===== config.mk =====
export PLATFORM = sky130hd
export DESIGN_NAME = mss_sequencer
export DESIGN_NICKNAME = d
export VERILOG_FILES = /design/src/pkg/mss_pkg.sv /design/src/rtl/mss_tick_gen.sv /design/src/rtl/mss_sequencer.sv
export VERILOG_INCLUDE_DIRS = /design/src /design/src/pkg
export SDC_FILE = /design/constraint.sdc
export NUM_CORES = 2
export LEC_CHECK = 0
export ABC_AREA = 1
export BUFFER_PORTS_ARGS = -buffer_cell sky130_fd_sc_hd__buf_2
export CORE_MARGIN = 2
export CORE_UTILIZATION = 55
export DETAILED_ROUTE_END_ITERATION = 12
export PLACE_DENSITY = 0.76
export SETUP_SLACK_MARGIN = 0.2
export SLEW_MARGIN = 0
export SYNTH_ARGS = -nofsm -noshare
export SYNTH_HDL_FRONTEND = slang
export SYNTH_SLANG_ARGS = --single-unit

===== constraint.sdc =====
create_clock -name pclk -period 40.9 [get_ports pclk]
set_input_delay 6.135 -clock pclk [delete_from_list [all_inputs] [get_ports pclk]]
set_output_delay 6.135 -clock pclk [all_outputs]
set_load 0.005 [all_outputs]

===== src/pkg/mss_cfg.svh =====
// Purpose: Offsets, field positions, reset values and timing counts of the stage sequencer.
// Assumes: 32-bit APB, one aligned word per register, 250 MHz pclk.
// Notes:   Stage times are held in tenths of the selected unit.
`ifndef MSS_CFG_SVH
`define MSS_CFG_SVH

`define MSS_OFF_MODE    12'h000
`define MSS_OFF_STATUS  12'h004
`define MSS_OFF_IRQ_ST  12'h008
`define MSS_OFF_IRQ_MSK 12'h00C
`define MSS_OFF_FMAX    12'h010
`define MSS_OFF_CAPT    12'h014
`define MSS_OFF_OUTSEL  12'h018
`define MSS_SEG_RAMP    8'h02
`define MSS_SEG_FREF    6'h01
`define MSS_SEG_TIME    6'h02

`define MSS_F_CYC   0
`define MSS_F_START 4
`define MSS_F_RET   8
`define MSS_F_UNIT  12

`define MSS_CYC_MAX   4'h2
`define MSS_FLAG_MAX  4'h1
`define MSS_RAMP_MAX  4'h3
`define MSS_FREF_FULL 16'h03E8

`define MSS_RST_MODE  16'h0000
`define MSS_RST_RAMP  16'h0000
`define MSS_RST_FREF  16'h0000
`define MSS_RST_TIME  16'h0000
`define MSS_RST_FMAX  16'h1388

`define MSS_CLK_NS      32'h00000004
`define MSS_TENTH_NS    32'h05F5E100
`define MSS_TENTH_MS    32'h00000064
`define MSS_PULSE_MS    32'h000001F4
`define MSS_MIN_TENTHS  6'h3C

`endif


===== src/pkg/mss_pkg.sv =====
// Purpose: Types shared by the stage sequencer.
// Assumes: Nothing beyond the cfg header.
// Notes:   Idle is the first state; reset also loads st_idle by name.
package mss_pkg;
  typedef enum logic [1:0] {st_idle, st_run, st_hold, st_done} mss_state_t;
endpackage


===== src/rtl/mss_tick_gen.sv =====
// Purpose: Free-running divider giving a one-cycle enable every DIV clocks.
// Assumes: Single pclk domain.
// Notes:   Used as the 0.1 s time base of the sequencer.
module mss_tick_gen #(
  parameter int unsigned DIV = 25000000
) (
  input  wire logic pclk,
  input  wire logic presetn,
  output logic      tick
);
  typedef struct packed {
    logic [31:0] cnt;
    logic        tick;
  } mss_tick_st_t;

  mss_tick_st_t cur_r;
  mss_tick_st_t cur_nxt;

  if (DIV < 2) begin : g_bad_div
    $error("DIV must be at least 2");
  end

  always_comb
  begin
    cur_nxt = cur_r;
    cur_nxt.tick = 1'b0;
    if (cur_r.cnt == 32'(DIV - 1))
    begin
      cur_nxt.cnt = 32'h00000000;
      cur_nxt.tick = 1'b1;
    end
    else
      cur_nxt.cnt = cur_r.cnt + 32'h00000001;
  end

  always_ff @(posedge pclk or negedge presetn)
  begin
    if (!presetn)
      cur_r <= '0;
    else
      cur_r <= cur_nxt;
  end

  assign tick = cur_r.tick;
endmodule // mss_tick_gen


===== src/rtl/mss_sequencer.sv =====
// Purpose: Multi-stage speed sequencer with APB registers and pulse indications.
// Assumes: Run, direction, fault, power-fail, pause and clear arrive asynchronously on pins.
// Notes:   Stage timing has 0.1 s granularity in seconds mode and 6 s in minutes mode, against a free-running time base.
`include "mss_cfg.svh"
module mss_sequencer #(
  parameter int unsigned TENTH_CYC = `MSS_TENTH_NS / `MSS_CLK_NS
) (
  input  wire logic        pclk,
  input  wire logic        presetn,
  input  wire logic [11:0] paddr,
  input  wire logic        psel,
  input  wire logic        penable,
  input  wire logic        pwrite,
  input  wire logic [31:0] pwdata,
  output logic      [31:0] prdata,
  output logic             pready,
  output logic             pslverr,
  input  wire logic        run_cmd_pin,
  input  wire logic        dir_cmd_pin,
  input  wire logic        fault_pin,
  input  wire logic        power_fail_pin,
  input  wire logic        seq_pause_di,
  input  wire logic        mem_clear_di,
  output logic             drive_run,
  output logic             drive_dir_rev,
  output logic      [31:0] freq_ref_out,
  output logic      [1:0]  ramp_sel,
  output logic      [3:0]  stage_idx,
  output logic             open_collector_output_a,
  output logic             open_collector_output_b,
  output logic             relay_output,
  output logic             irq
);
  localparam logic [2:0] PULSE_TICKS = 3'(`MSS_PULSE_MS / `MSS_TENTH_MS);
  localparam int         I_RUN = 0;
  localparam int         I_DIR = 1;
  localparam int         I_FLT = 2;
  localparam int         I_PF  = 3;
  localparam int         I_PAU = 4;
  localparam int         I_CLR = 5;

  typedef struct packed {
    logic [5:0]        s1;
    logic [5:0]        s2;
    logic [5:0]        prev;
    logic [15:0]       mode;
    logic [3:0][15:0]  ramp;
    logic [15:0][15:0] fref;
    logic [15:0][15:0] ftime;
    logic [15:0]       fmax;
    logic              outsel;
    logic [1:0]        irq_st;
    logic [1:0]        irq_mask;
    logic [31:0]       prdata;
    mss_pkg::mss_state_t fsm;
    logic [3:0]        stage;
    logic [15:0]       elapsed;
    logic [5:0]        unit_cnt;
    logic              resume;
    logic              dir_rev;
    logic              dir_out;
    logic [2:0]        sdone;
    logic [2:0]        cdone;
    logic [31:0]       freq;
    logic [1:0]        ramp_o;
    logic [15:0]       cap_time;
    logic [15:0]       cap_freq;
  } mss_core_t;

  mss_core_t cur_r;
  mss_core_t cur_nxt;

  logic        tick;
  logic        run_rise, run_fall, fault_rise, pf_rise, pause, clr;
  logic        unit_tick, stage_end, cyc_ev, stop_any, running;
  logic [5:0]  nx, first;
  logic [3:0]  cmode, smode, rmode, umode;
  logic        setup, access, hit_any, wr_bad;
  logic        hit_mode, hit_stat, hit_ist, hit_msk, hit_fmax, hit_capt, hit_osel;
  logic        hit_ramp, hit_fref, hit_time;
  logic [31:0] rd_val;
  logic [10:0] mag;
  logic [31:0] scaled;

  mss_tick_gen #(
    .DIV (TENTH_CYC)
  ) u_tick (
    .pclk    (pclk),
    .presetn (presetn),
    .tick    (tick)
  );

  // Nearest enabled stage after cur_i; bit 5 found, bit 4 wrapped past the last stage.
  function automatic logic [5:0] mss_next(input logic [3:0] cur_i,
                                          input logic [15:0][15:0] t);
    logic [5:0] r;
    logic [4:0] j;
    r = 6'h00;
    for (int i = 16; i >= 1; i--)
    begin
      j = 5'(cur_i) + 5'(i);
      if (t[j[3:0]] != `MSS_RST_TIME)
        r = {1'b1, j[4], j[3:0]};
    end
    return r;
  endfunction

  assign cmode      = cur_r.mode[`MSS_F_CYC +: 4];
  assign smode      = cur_r.mode[`MSS_F_START +: 4];
  assign rmode      = cur_r.mode[`MSS_F_RET +: 4];
  assign umode      = cur_r.mode[`MSS_F_UNIT +: 4];
  assign run_rise   = cur_r.s2[I_RUN] & ~cur_r.prev[I_RUN];
  assign run_fall   = ~cur_r.s2[I_RUN] & cur_r.prev[I_RUN];
  assign fault_rise = cur_r.s2[I_FLT] & ~cur_r.prev[I_FLT];
  assign pf_rise    = cur_r.s2[I_PF] & ~cur_r.prev[I_PF];
  assign pause      = cur_r.s2[I_PAU];
  assign clr        = cur_r.s2[I_CLR];
  assign running    = (cur_r.fsm == mss_pkg::st_run) || (cur_r.fsm == mss_pkg::st_hold);
  assign stop_any   = pf_rise || ((cur_r.fsm != mss_pkg::st_idle) && (run_fall || fault_rise));
  assign nx         = mss_next(cur_r.stage, cur_r.ftime);
  assign first      = mss_next(4'hF, cur_r.ftime);
  // Minutes advance the stage clock once per 60 tenth-second ticks.
  assign unit_tick  = tick && ((umode == 4'h0) || (cur_r.unit_cnt == `MSS_MIN_TENTHS - 6'h01));
  assign stage_end  = (cur_r.fsm == mss_pkg::st_run) && unit_tick && !pause &&
                      (({1'b0, cur_r.elapsed} + 17'h00001) >= {1'b0, cur_r.ftime[cur_r.stage]});
  assign cyc_ev     = stage_end && (nx[4] || !nx[5]);

  assign mag    = cur_r.fref[cur_r.stage][15] ? 11'(-cur_r.fref[cur_r.stage]) :
                                                 11'(cur_r.fref[cur_r.stage]);
  assign scaled = ({21'h000000, mag} * {16'h0000, cur_r.fmax}) / {16'h0000, `MSS_FREF_FULL};

  assign setup    = psel && !penable;
  assign access   = psel && penable;
  assign hit_mode = paddr == `MSS_OFF_MODE;
  assign hit_stat = paddr == `MSS_OFF_STATUS;
  assign hit_ist  = paddr == `MSS_OFF_IRQ_ST;
  assign hit_msk  = paddr == `MSS_OFF_IRQ_MSK;
  assign hit_fmax = paddr == `MSS_OFF_FMAX;
  assign hit_capt = paddr == `MSS_OFF_CAPT;
  assign hit_osel = paddr == `MSS_OFF_OUTSEL;
  assign hit_ramp = (paddr[11:4] == `MSS_SEG_RAMP) && (paddr[1:0] == 2'h0);
  assign hit_fref = (paddr[11:6] == `MSS_SEG_FREF) && (paddr[1:0] == 2'h0);
  assign hit_time = (paddr[11:6] == `MSS_SEG_TIME) && (paddr[1:0] == 2'h0);
  assign hit_any  = hit_mode | hit_stat | hit_ist | hit_msk | hit_fmax | hit_capt |
                    hit_osel | hit_ramp | hit_fref | hit_time;

  // Out-of-range writes are refused whole rather than clipped, so software sees the error.
  always_comb
  begin
    wr_bad = 1'b0;
    if (hit_mode)
      wr_bad = (pwdata[`MSS_F_CYC +: 4] > `MSS_CYC_MAX) ||
               (pwdata[`MSS_F_START +: 4] > `MSS_FLAG_MAX) ||
               (pwdata[`MSS_F_RET +: 4] > `MSS_FLAG_MAX) ||
               (pwdata[`MSS_F_UNIT +: 4] > `MSS_FLAG_MAX);
    else if (hit_ramp)
      wr_bad = (pwdata[1:0] != pwdata[1:0]) || (pwdata[3:0] > `MSS_RAMP_MAX) ||
               (pwdata[7:4] > `MSS_RAMP_MAX) || (pwdata[11:8] > `MSS_RAMP_MAX) ||
               (pwdata[15:12] > `MSS_RAMP_MAX);
    else if (hit_fref)
      wr_bad = ($signed(pwdata[15:0]) > $signed(`MSS_FREF_FULL)) ||
               ($signed(pwdata[15:0]) < -$signed(`MSS_FREF_FULL));
  end

  always_comb
  begin
    rd_val = 32'h00000000;
    if (hit_mode)
      rd_val = {16'h0000, cur_r.mode};
    else if (hit_stat)
      rd_val = {24'h000000, cur_r.dir_rev, cur_r.resume, cur_r.fsm, cur_r.stage};
    else if (hit_ist)
      rd_val = {30'h00000000, cur_r.irq_st};
    else if (hit_msk)
      rd_val = {30'h00000000, cur_r.irq_mask};
    else if (hit_fmax)
      rd_val = {16'h0000, cur_r.fmax};
    else if (hit_capt)
      rd_val = {cur_r.cap_freq, cur_r.cap_time};
    else if (hit_osel)
      rd_val = {31'h00000000, cur_r.outsel};
    else if (hit_ramp)
      rd_val = {16'h0000, cur_r.ramp[paddr[3:2]]};
    else if (hit_fref)
      rd_val = {{16{cur_r.fref[paddr[5:2]][15]}}, cur_r.fref[paddr[5:2]]};
    else if (hit_time)
      rd_val = {16'h0000, cur_r.ftime[paddr[5:2]]};
  end

  always_comb
  begin
    cur_nxt = cur_r;
    cur_nxt.s1   = {mem_clear_di, seq_pause_di, power_fail_pin, fault_pin, dir_cmd_pin,
                    run_cmd_pin};
    cur_nxt.s2   = cur_r.s1;
    cur_nxt.prev = cur_r.s2;
    if (setup)
      cur_nxt.prdata = rd_val;
    if (access && pwrite && hit_any && !wr_bad)
    begin
      if (hit_mode)
        cur_nxt.mode = pwdata[15:0];
      if (hit_msk)
        cur_nxt.irq_mask = pwdata[1:0];
      if (hit_fmax)
        cur_nxt.fmax = pwdata[15:0];
      if (hit_osel)
        cur_nxt.outsel = pwdata[0];
      if (hit_ramp)
        cur_nxt.ramp[paddr[3:2]] = pwdata[15:0];
      if (hit_fref)
        cur_nxt.fref[paddr[5:2]] = pwdata[15:0];
      if (hit_time)
        cur_nxt.ftime[paddr[5:2]] = pwdata[15:0];
    end
    // A completion in the same cycle as its write-one clear stays set.
    cur_nxt.irq_st = (cur_r.irq_st & ~((access && pwrite && hit_ist) ? pwdata[1:0] : 2'h0)) |
                     {cyc_ev, stage_end};

    if (tick && (cur_r.sdone != 3'h0))
      cur_nxt.sdone = cur_r.sdone - 3'h1;
    if (tick && (cur_r.cdone != 3'h0))
      cur_nxt.cdone = cur_r.cdone - 3'h1;

    case (cur_r.fsm)
      mss_pkg::st_idle:
      begin
        if (run_rise && first[5])
        begin
          cur_nxt.fsm = mss_pkg::st_run;
          if (!(cur_r.resume && (cur_r.ftime[cur_r.stage] != `MSS_RST_TIME)))
          begin
            cur_nxt.stage    = first[3:0];
            cur_nxt.elapsed  = 16'h0000;
            cur_nxt.unit_cnt = 6'h00;
          end
        end
      end
      mss_pkg::st_run:
      begin
        if (tick && !pause)
          cur_nxt.unit_cnt = (cur_r.unit_cnt == `MSS_MIN_TENTHS - 6'h01) ? 6'h00 :
                             cur_r.unit_cnt + 6'h01;
        if (stage_end)
        begin
          cur_nxt.sdone   = PULSE_TICKS;
          cur_nxt.elapsed = 16'h0000;
          if (!cyc_ev)
            cur_nxt.stage = nx[3:0];
          else
          begin
            cur_nxt.cdone = PULSE_TICKS;
            if (cmode == 4'h0)
            begin
              cur_nxt.fsm    = mss_pkg::st_done;
              cur_nxt.resume = 1'b0;
            end
            else if (cmode == 4'h1)
            begin
              cur_nxt.fsm     = mss_pkg::st_hold;
              cur_nxt.elapsed = cur_r.elapsed;
            end
            else if (first[5])
              cur_nxt.stage = first[3:0];
            else
              cur_nxt.fsm = mss_pkg::st_idle;
          end
        end
        else if (unit_tick && !pause)
          cur_nxt.elapsed = cur_r.elapsed + 16'h0001;
      end
      mss_pkg::st_hold:
        cur_nxt.fsm = mss_pkg::st_hold;
      mss_pkg::st_done:
        cur_nxt.fsm = mss_pkg::st_done;
      default:
        cur_nxt.fsm = mss_pkg::st_idle;
    endcase

    if (stop_any)
    begin
      cur_nxt.fsm      = mss_pkg::st_idle;
      cur_nxt.stage    = cur_r.stage;
      cur_nxt.elapsed  = cur_r.elapsed;
      cur_nxt.sdone    = cur_r.sdone;
      cur_nxt.cdone    = cur_r.cdone;
      cur_nxt.cap_time = cur_r.elapsed;
      cur_nxt.cap_freq = cur_r.freq[15:0];
      cur_nxt.resume   = (smode == 4'h1) && (!pf_rise || (rmode == 4'h1));
      if (pf_rise && (rmode == 4'h0))
      begin
        cur_nxt.stage   = 4'h0;
        cur_nxt.elapsed = 16'h0000;
      end
    end
    if (clr)
      cur_nxt.resume = 1'b0;

    if (cur_r.fref[cur_r.stage] != `MSS_RST_FREF)
      cur_nxt.dir_rev = cur_r.fref[cur_r.stage][15];
    cur_nxt.dir_out = cur_r.dir_rev ^ cur_r.s2[I_DIR];
    cur_nxt.freq    = running ? scaled : 32'h00000000;
    cur_nxt.ramp_o  = cur_r.ramp[cur_r.stage[3:2]][{cur_r.stage[1:0], 2'h0} +: 2];
  end

  always_ff @(posedge pclk or negedge presetn)
  begin
    if (!presetn)
    begin
      cur_r      <= '0;
      cur_r.fmax <= `MSS_RST_FMAX;
      cur_r.fsm  <= mss_pkg::st_idle;
    end
    else
      cur_r <= cur_nxt;
  end

  assign prdata                  = cur_r.prdata;
  assign pready                  = access;
  assign pslverr                 = access && (!hit_any || (pwrite && wr_bad));
  assign drive_run               = running;
  assign drive_dir_rev           = cur_r.dir_out;
  assign freq_ref_out            = cur_r.freq;
  assign ramp_sel                = cur_r.ramp_o;
  assign stage_idx               = cur_r.stage;
  assign open_collector_output_a = cur_r.sdone != 3'h0;
  assign open_collector_output_b = cur_r.cdone != 3'h0;
  assign relay_output            = cur_r.outsel ? (cur_r.cdone != 3'h0) : (cur_r.sdone != 3'h0);
  assign irq                     = |(cur_r.irq_st & cur_r.irq_mask);

  logic [2:0] ticks_hi;
  always_ff @(posedge pclk or negedge presetn)
  begin
    if (!presetn)
      ticks_hi <= 3'h0;
    else if (stage_end)
      ticks_hi <= 3'h0;
    else if (tick && (cur_r.sdone != 3'h0))
      ticks_hi <= ticks_hi + 3'h1;
  end
endmodule // mss_sequencer


== Word-level counts from Yosys, hierarchy flattened ==
Index checks and enable logic that the tools add are counted.

* Input bits: 55
* Output and inout bits: 78
* Register bits after elaboration: 797
* Logic and storage cells: 415

* Add/subtract/negate cells: 23
* Muxes and demuxes: 134
* Shifts and indexed selects: 1
* Reduce and logical (&&, ||, !) cells: 109
* Bitwise gates (word level): 22
* Equal/unequal tests: 31
* $mul: 1
* Div/mod/pow operators: 1
* $lt $le $gt $ge: 33

{| class="wikitable"
|+ Operator list
! operator !! number
|-
| binary-select mux 16 bit (select 4 bit) || 20
|-
| nonzero test 16 bit || 34
|-
| bitwise mux 256 bit || 2
|-
| two-way mux 16 bit || 29
|-
| two-way mux 32 bit || 11
|-
| two-way mux 6 bit || 37
|-
| < comparator 4 x 5 -> 1 bit (second input constant) || 18
|-
| binary-select mux 16 bit (select 2 bit) || 2
|-
| bitwise mux 64 bit || 1
|-
| demux 16 bit (select 4 bit) || 1
|-
| case mux 26 bit (2 select lines) || 1
|-
| adder 4 x 4 -> 5 bit (second input constant) || 8
|-
| two-way mux 20 bit || 2
|-
| == test 12 x 5 -> 1 bit (second input constant) || 3
|-
| adder 32 x 1 -> 32 bit (second input constant) || 1
|-
| demux 16 bit (select 2 bit) || 1
|-
| divider 27 x 10 -> 32 bit (second input constant) || 1
|-
| == test 32 x 25 -> 1 bit (second input constant) || 1
|-
| two-way mux 28 bit || 1
|-
| logical AND 1 bit || 27
|-
| multiplier 11 x 16 -> 27 bit || 1
|-
| two-way mux 26 bit || 1
|-
| == test 12 x 4 -> 1 bit (second input constant) || 2
|-
| two-way mux 22 bit || 1
|-
| 58 further kinds || 149
|}

== Logic depth before layout (Yosys ltp) ==
* Word-level depth: 28
* Mapped depth: 151
* Depth with buffers taken out: 144

== Modules after synthesis ==
Synthesis repeated with hierarchy kept, for this count alone.

* Cell total of the unflattened synthesis: 8390
* Area total of the unflattened synthesis: 57970.6 um^2

{| class="wikitable"
|+ By module, submodules not included
! module !! cells each !! instances !! area each (um^2) !! seq. area each (um^2)
|-
| mss_sequencer || 8085 || 1 || 55921.1 || 18749.2
|-
| mss_tick_gen || 305 || 1 || 2049.5 || 825.8
|}

== Least setup slack after synthesis ==
OpenSTA, ideal clock, no wires.

* Kind: reg2reg
* Start point: register cur_r, in the netlist stage_idx[0]
* End point: register cur_r, in the netlist freq_ref_out[0]
* Path buffers: 7
* Arrival: 15.817 ns
* Cell stages (with the launch flop): 136
* Setup time: 0.078 ns
* Slack: 25.005 ns
* Data required time: 40.822 ns
* Period minus slack after synthesis: 15.895 ns
* Cells stage by stage: dfrtp_1 -> clkbuf_1 -> clkbuf_1 -> clkbuf_1 -> clkbuf_1 -> clkbuf_1 -> inv_1 -> clkbuf_1 -> o21ai_0 -> o22ai_1 -> o211ai_1 -> nand2_1 -> clkinv_1 -> ha_1 -> nand2_1 -> inv_1 -> nand2_1 -> inv_1 -> [... 100 more ...] -> nand3_2 -> nor2_4 -> nand2_4 -> nand3_1 -> nand2_2 -> nand2_1 -> nand2_1 -> nand2_4 -> nand2_4 -> nand2_1 -> nand2_2 -> nor2_2 -> nand3_2 -> nor2_1 -> nand2_1 -> nand3_1 -> nand3_1 -> a21oi_1

{| class="wikitable"
|+ RTL lines
! element !! line !! source
|-
| start: declaration || mss_sequencer.sv:70 || <nowiki>mss_core_t cur_r;</nowiki>
|-
| start signal: assignment || mss_sequencer.sv:315 || <nowiki>cur_r <= cur_nxt;</nowiki>
|}

==> flow_metrics.py <==
metrics = {
    "timing": {
        "fin_skew_ns": 0.0399,
        "tns_ns": 0,
        "relSlewSlack_pct": 11.7,
        "max_slew.worst_pin.slew_ns": 1.29,
        "min_period_ns": 19.69,
        "fmax_mhz": 50.8,
        "hold_viol_final": 0,
        "rsz0062_at_grt": "false",
        "setup_ws_ns": 21.21,
        "drv_slew": 0,
        "finalSetupViolCount": 0,
        "period_share_pct": 48.1,
    },
    "global_route": {
        "grt_pass1_wl_mm": 331,
        "met3_usage_pct": 10.0,
        "grt_use_met2_pct": 59.3,
        "grt_max_degree": 159,
        "antenna_found_initial": 7,
        "busiest_layer": "met2",
        "grt_overflow": 0,
        "first_global_vias": 54400,
        "track_usage_pct": 40.5,
        "grtUsageMet1_pct": 54.9,
    },
    "logic_synthesis": {
        "ys_ff_latch": 782,
        "synthCells": 8340,
        "ys.flop_type": "dfrtp_1",
        "synth.distinct_cells": 75,
        "synth-seq-area-share_pct": 33.9,
        "synth_top_area_share_pct": 33.7,
        "synth_warnings": 0,
        "synthesis.area_mm2": 0.0578,
        "synth_edf_count": 0,
        "synth_largest_area_cell": "dfrtp_1",
        "async_reset_ff_share_pct": 100,
        "avgSynthCellArea_um2": 6.93,
        "synthTopCellsByArea": "dfrtp_1 (34%), nand2_1 (14%), o21ai_0 (12%), inv_1 (6.4%), fa_1 (4.3%)",
    },
    "place": {
        "hpwl_mm": 158,
        "place_area_mm2": 0.0587,
        "io_buffers": 102,
        "dp_cells": 9393,
        "place_ws_ns": 21.78,
        "gp_congestion": 1.12,
    },
    "finish": {
        "drive_gt1_share_pct": 6.69,
        "fin_cells": 9557,
        "design_area_mm2": 0.0617,
        "synthToLayoutAreaGrowth_pct": 6.88,
        "final_nets": 8388,
    },
    "clock_network": {
        "cts_resized": 0,
        "cts_made_buffers": 87,
        "postCtsSetupRepairBufs": 0,
        "cts_root_buffer": "clkbuf_16",
        "cts.htree.levels": 3,
        "ctsLongestPathBuffers": 3,
        "cts_hold_buffers": 0,
        "clock_sinks": 782,
        "cts.clk_slew.worst_paths_ns": 0.06,
        "cts_tree": "done",
        "clkLatencyLatePin_ns": 0.70,
    },
    "power": {
        "p_leak_nw": 29.0,
        "pwr-share-comb_pct": 51.4,
        "internal_power_mw": 1.72,
        "power_density_mw_per_mm2": 55.1,
        "irDropWorstVdd_v": 0.0000941,
        "switchingPower_mw": 1.69,
        "power.share.clock_pct": 24.8,
        "seqPwrFrac_pct": 23.7,
        "swShare_pct": 49.5,
    },
    "routing": {
        "wl_per_cell_um": 23.1,
        "drtIter0Drc": 7696,
        "viasPerCell": 6.21,
        "ant_nets": 0,
        "vias": 59400,
        "drc": 0,
        "drt_pass1_iterations": 7,
        "wl_mm": 221,
    },
    "floorplanning": {
        "die_area_mm2": 0.108,
        "initial_core_util_pct": 55.7,
        "core_region_area_mm2": 0.104,
        "die_w_um": 328,
        "fp-row-count": 118,
        "ios": 133,
        "die_height_um": 328,
    },
    "critical_path": {
        "path_delay_family": "simple AND/OR/NAND/NOR gates",
        "required_ns": 41.43,
        "cpMostUsedCell": "nand2_1",
        "path_max_fanout": 61,
        "slowest_stage": "buf_4",
        "crit_buf_inv": 16,
        "cp-end-kind": "flip-flop",
        "crit_type": "flip-flop to flip-flop",
        "cp_slowest_stage_delay_ns": 0.63,
        "arrival_ns": 20.22,
        "critPathLaunchType": "flip-flop",
    },
    "worst_hold_path": {
        "hold_path.class": "flip-flop to flip-flop",
    },
    "outcome": {
        "status": "complete, no violations",
    },
    "job": {
        "cap_violations": 0,
    },
}
final cells by class:
| class | count | area [um^2] |
|---|---|---|
| antenna | 2 | 5.00 |
| clock buffer | 129 | 2550 |
| clock inverter | 33 | 532 |
| fill | 9764 | 42100 |
| inverter | 1039 | 3920 |
| multi-input combinational | 5995 | 32100 |
| sequential | 782 | 19600 |
| tap | 1380 | 1730 |
| timing repair buffer | 197 | 1280 |
state kept, by name, summed over array words and instances (netlist names):
name           flops
cur_r            676
prdata            32
u_tick.cur_r      32
freq_ref_out      18
cur_nxt           11
cmode              4
stage_idx          4
ramp_sel           2
clr                1
drive_dir_rev      1
u_tick.tick        1
worst paths after layout:
path | startpoint | to | slack, ns | cells after the start
worst max-delay path | stage_idx[0] | freq_ref_out[0] | 21.21 | 122
worst min-delay path | cur_nxt[758] | cur_nxt[752] | 0.35 | 0
worst max register to register | stage_idx[0] | freq_ref_out[0] | 21.21 | 122
min in group asynchronous | presetn | cur_r[505] | 5.46 | 1
max in group asynchronous | presetn | cur_r[192] | 32.17 | 4
worst min register to register | cur_nxt[758] | cur_nxt[752] | 0.35 | 0
metal layers:
metal	wire (um)	part of all wire, %
met2	92800	42
met4	14300	6.5
met1	85600	39
met3	28000	13
met5	43	0.019
synthesized netlist by cell type (11+ instances only):
cell	number
nor3_1	56
o21ai_1	27
a22oi_1	36
buf_1	76
nand3b_1	17
dfrtp_1	777
nand2_2	38
clkinv_1	17
nand3_2	22
o2111ai_1	21
mux2i_1	77
o21ai_0	1397
clkbuf_1	391
nand3_1	268
buf_4	70
a21oi_1	158
o21bai_1	12
or2_2	32
xnor2_1	11
inv_2	38
o41ai_1	16
a211oi_1	36
a31oi_1	16
a221oi_1	29
o22ai_1	246
nor4_1	94
ha_1	106
nand4_1	117
o211ai_1	69
nor2_1	585
fa_1	125
nand2_4	14
nor2_2	15
xor2_1	53
o221ai_1	50
nand2_1	2134
inv_1	983
metrics by stage:
step,power (mW),util [%],hold WS (ns)
CTS,3.33,59.5,0.349
global placement,2.47,56.5,0.333
global route,3.55,59.5,0.352
finish,3.40,59.5,0.346
floorplan,1.91,-,0.331
detailed placement,2.49,56.5,0.336
cells by family (layout without fill, tap and decap cells):
kind of cell / after synthesis / in the layout / share of synthesized area, %
flip-flops: 782 / 782 / 33.9
adder cells (fa/ha/maj): 231 / 231 / 6.63
XOR/XNOR: 64 / 64 / 0.970
multiplexers: 78 / 78 / 1.35
AO/OA/AOI/OAI: 2190 / 2190 / 21.5
buffers and inverters: 1576 / 1398 / 10.7
AND/OR/NAND/NOR: 3418 / 3418 / 25.0
other: 1 / 16 / 0.00649
power groups by stage:
stage | registers (mW) | clock network [mW] | logic, mW
CTS | 0.805 | 0.848 | 1.68
global route | 0.807 | 0.882 | 1.86
finish | 0.807 | 0.845 | 1.75
detailed placement | 0.819 | 0 | 1.67
global placement | 0.819 | 0 | 1.65
floorplan | 0.803 | 0 | 1.11
layout by cell type (no fill, tap or decap), drive strengths merged, types with 35 or more instances in the layout:
master	instances
o221ai	50
nor2	606
inv	1024
clkbuf	129
nor3	58
nor4	94
fa	125
clkinv	35
a21oi	163
o21ai	1427
a22oi	36
o22ai	246
xor2	53
nand4	118
ha	106
nand2	2186
o211ai	69
a211oi	36
dfrtp	777
buf	197
nand3	291
mux2i	77
No activity file was read; power rests on OpenSTA's default activity.
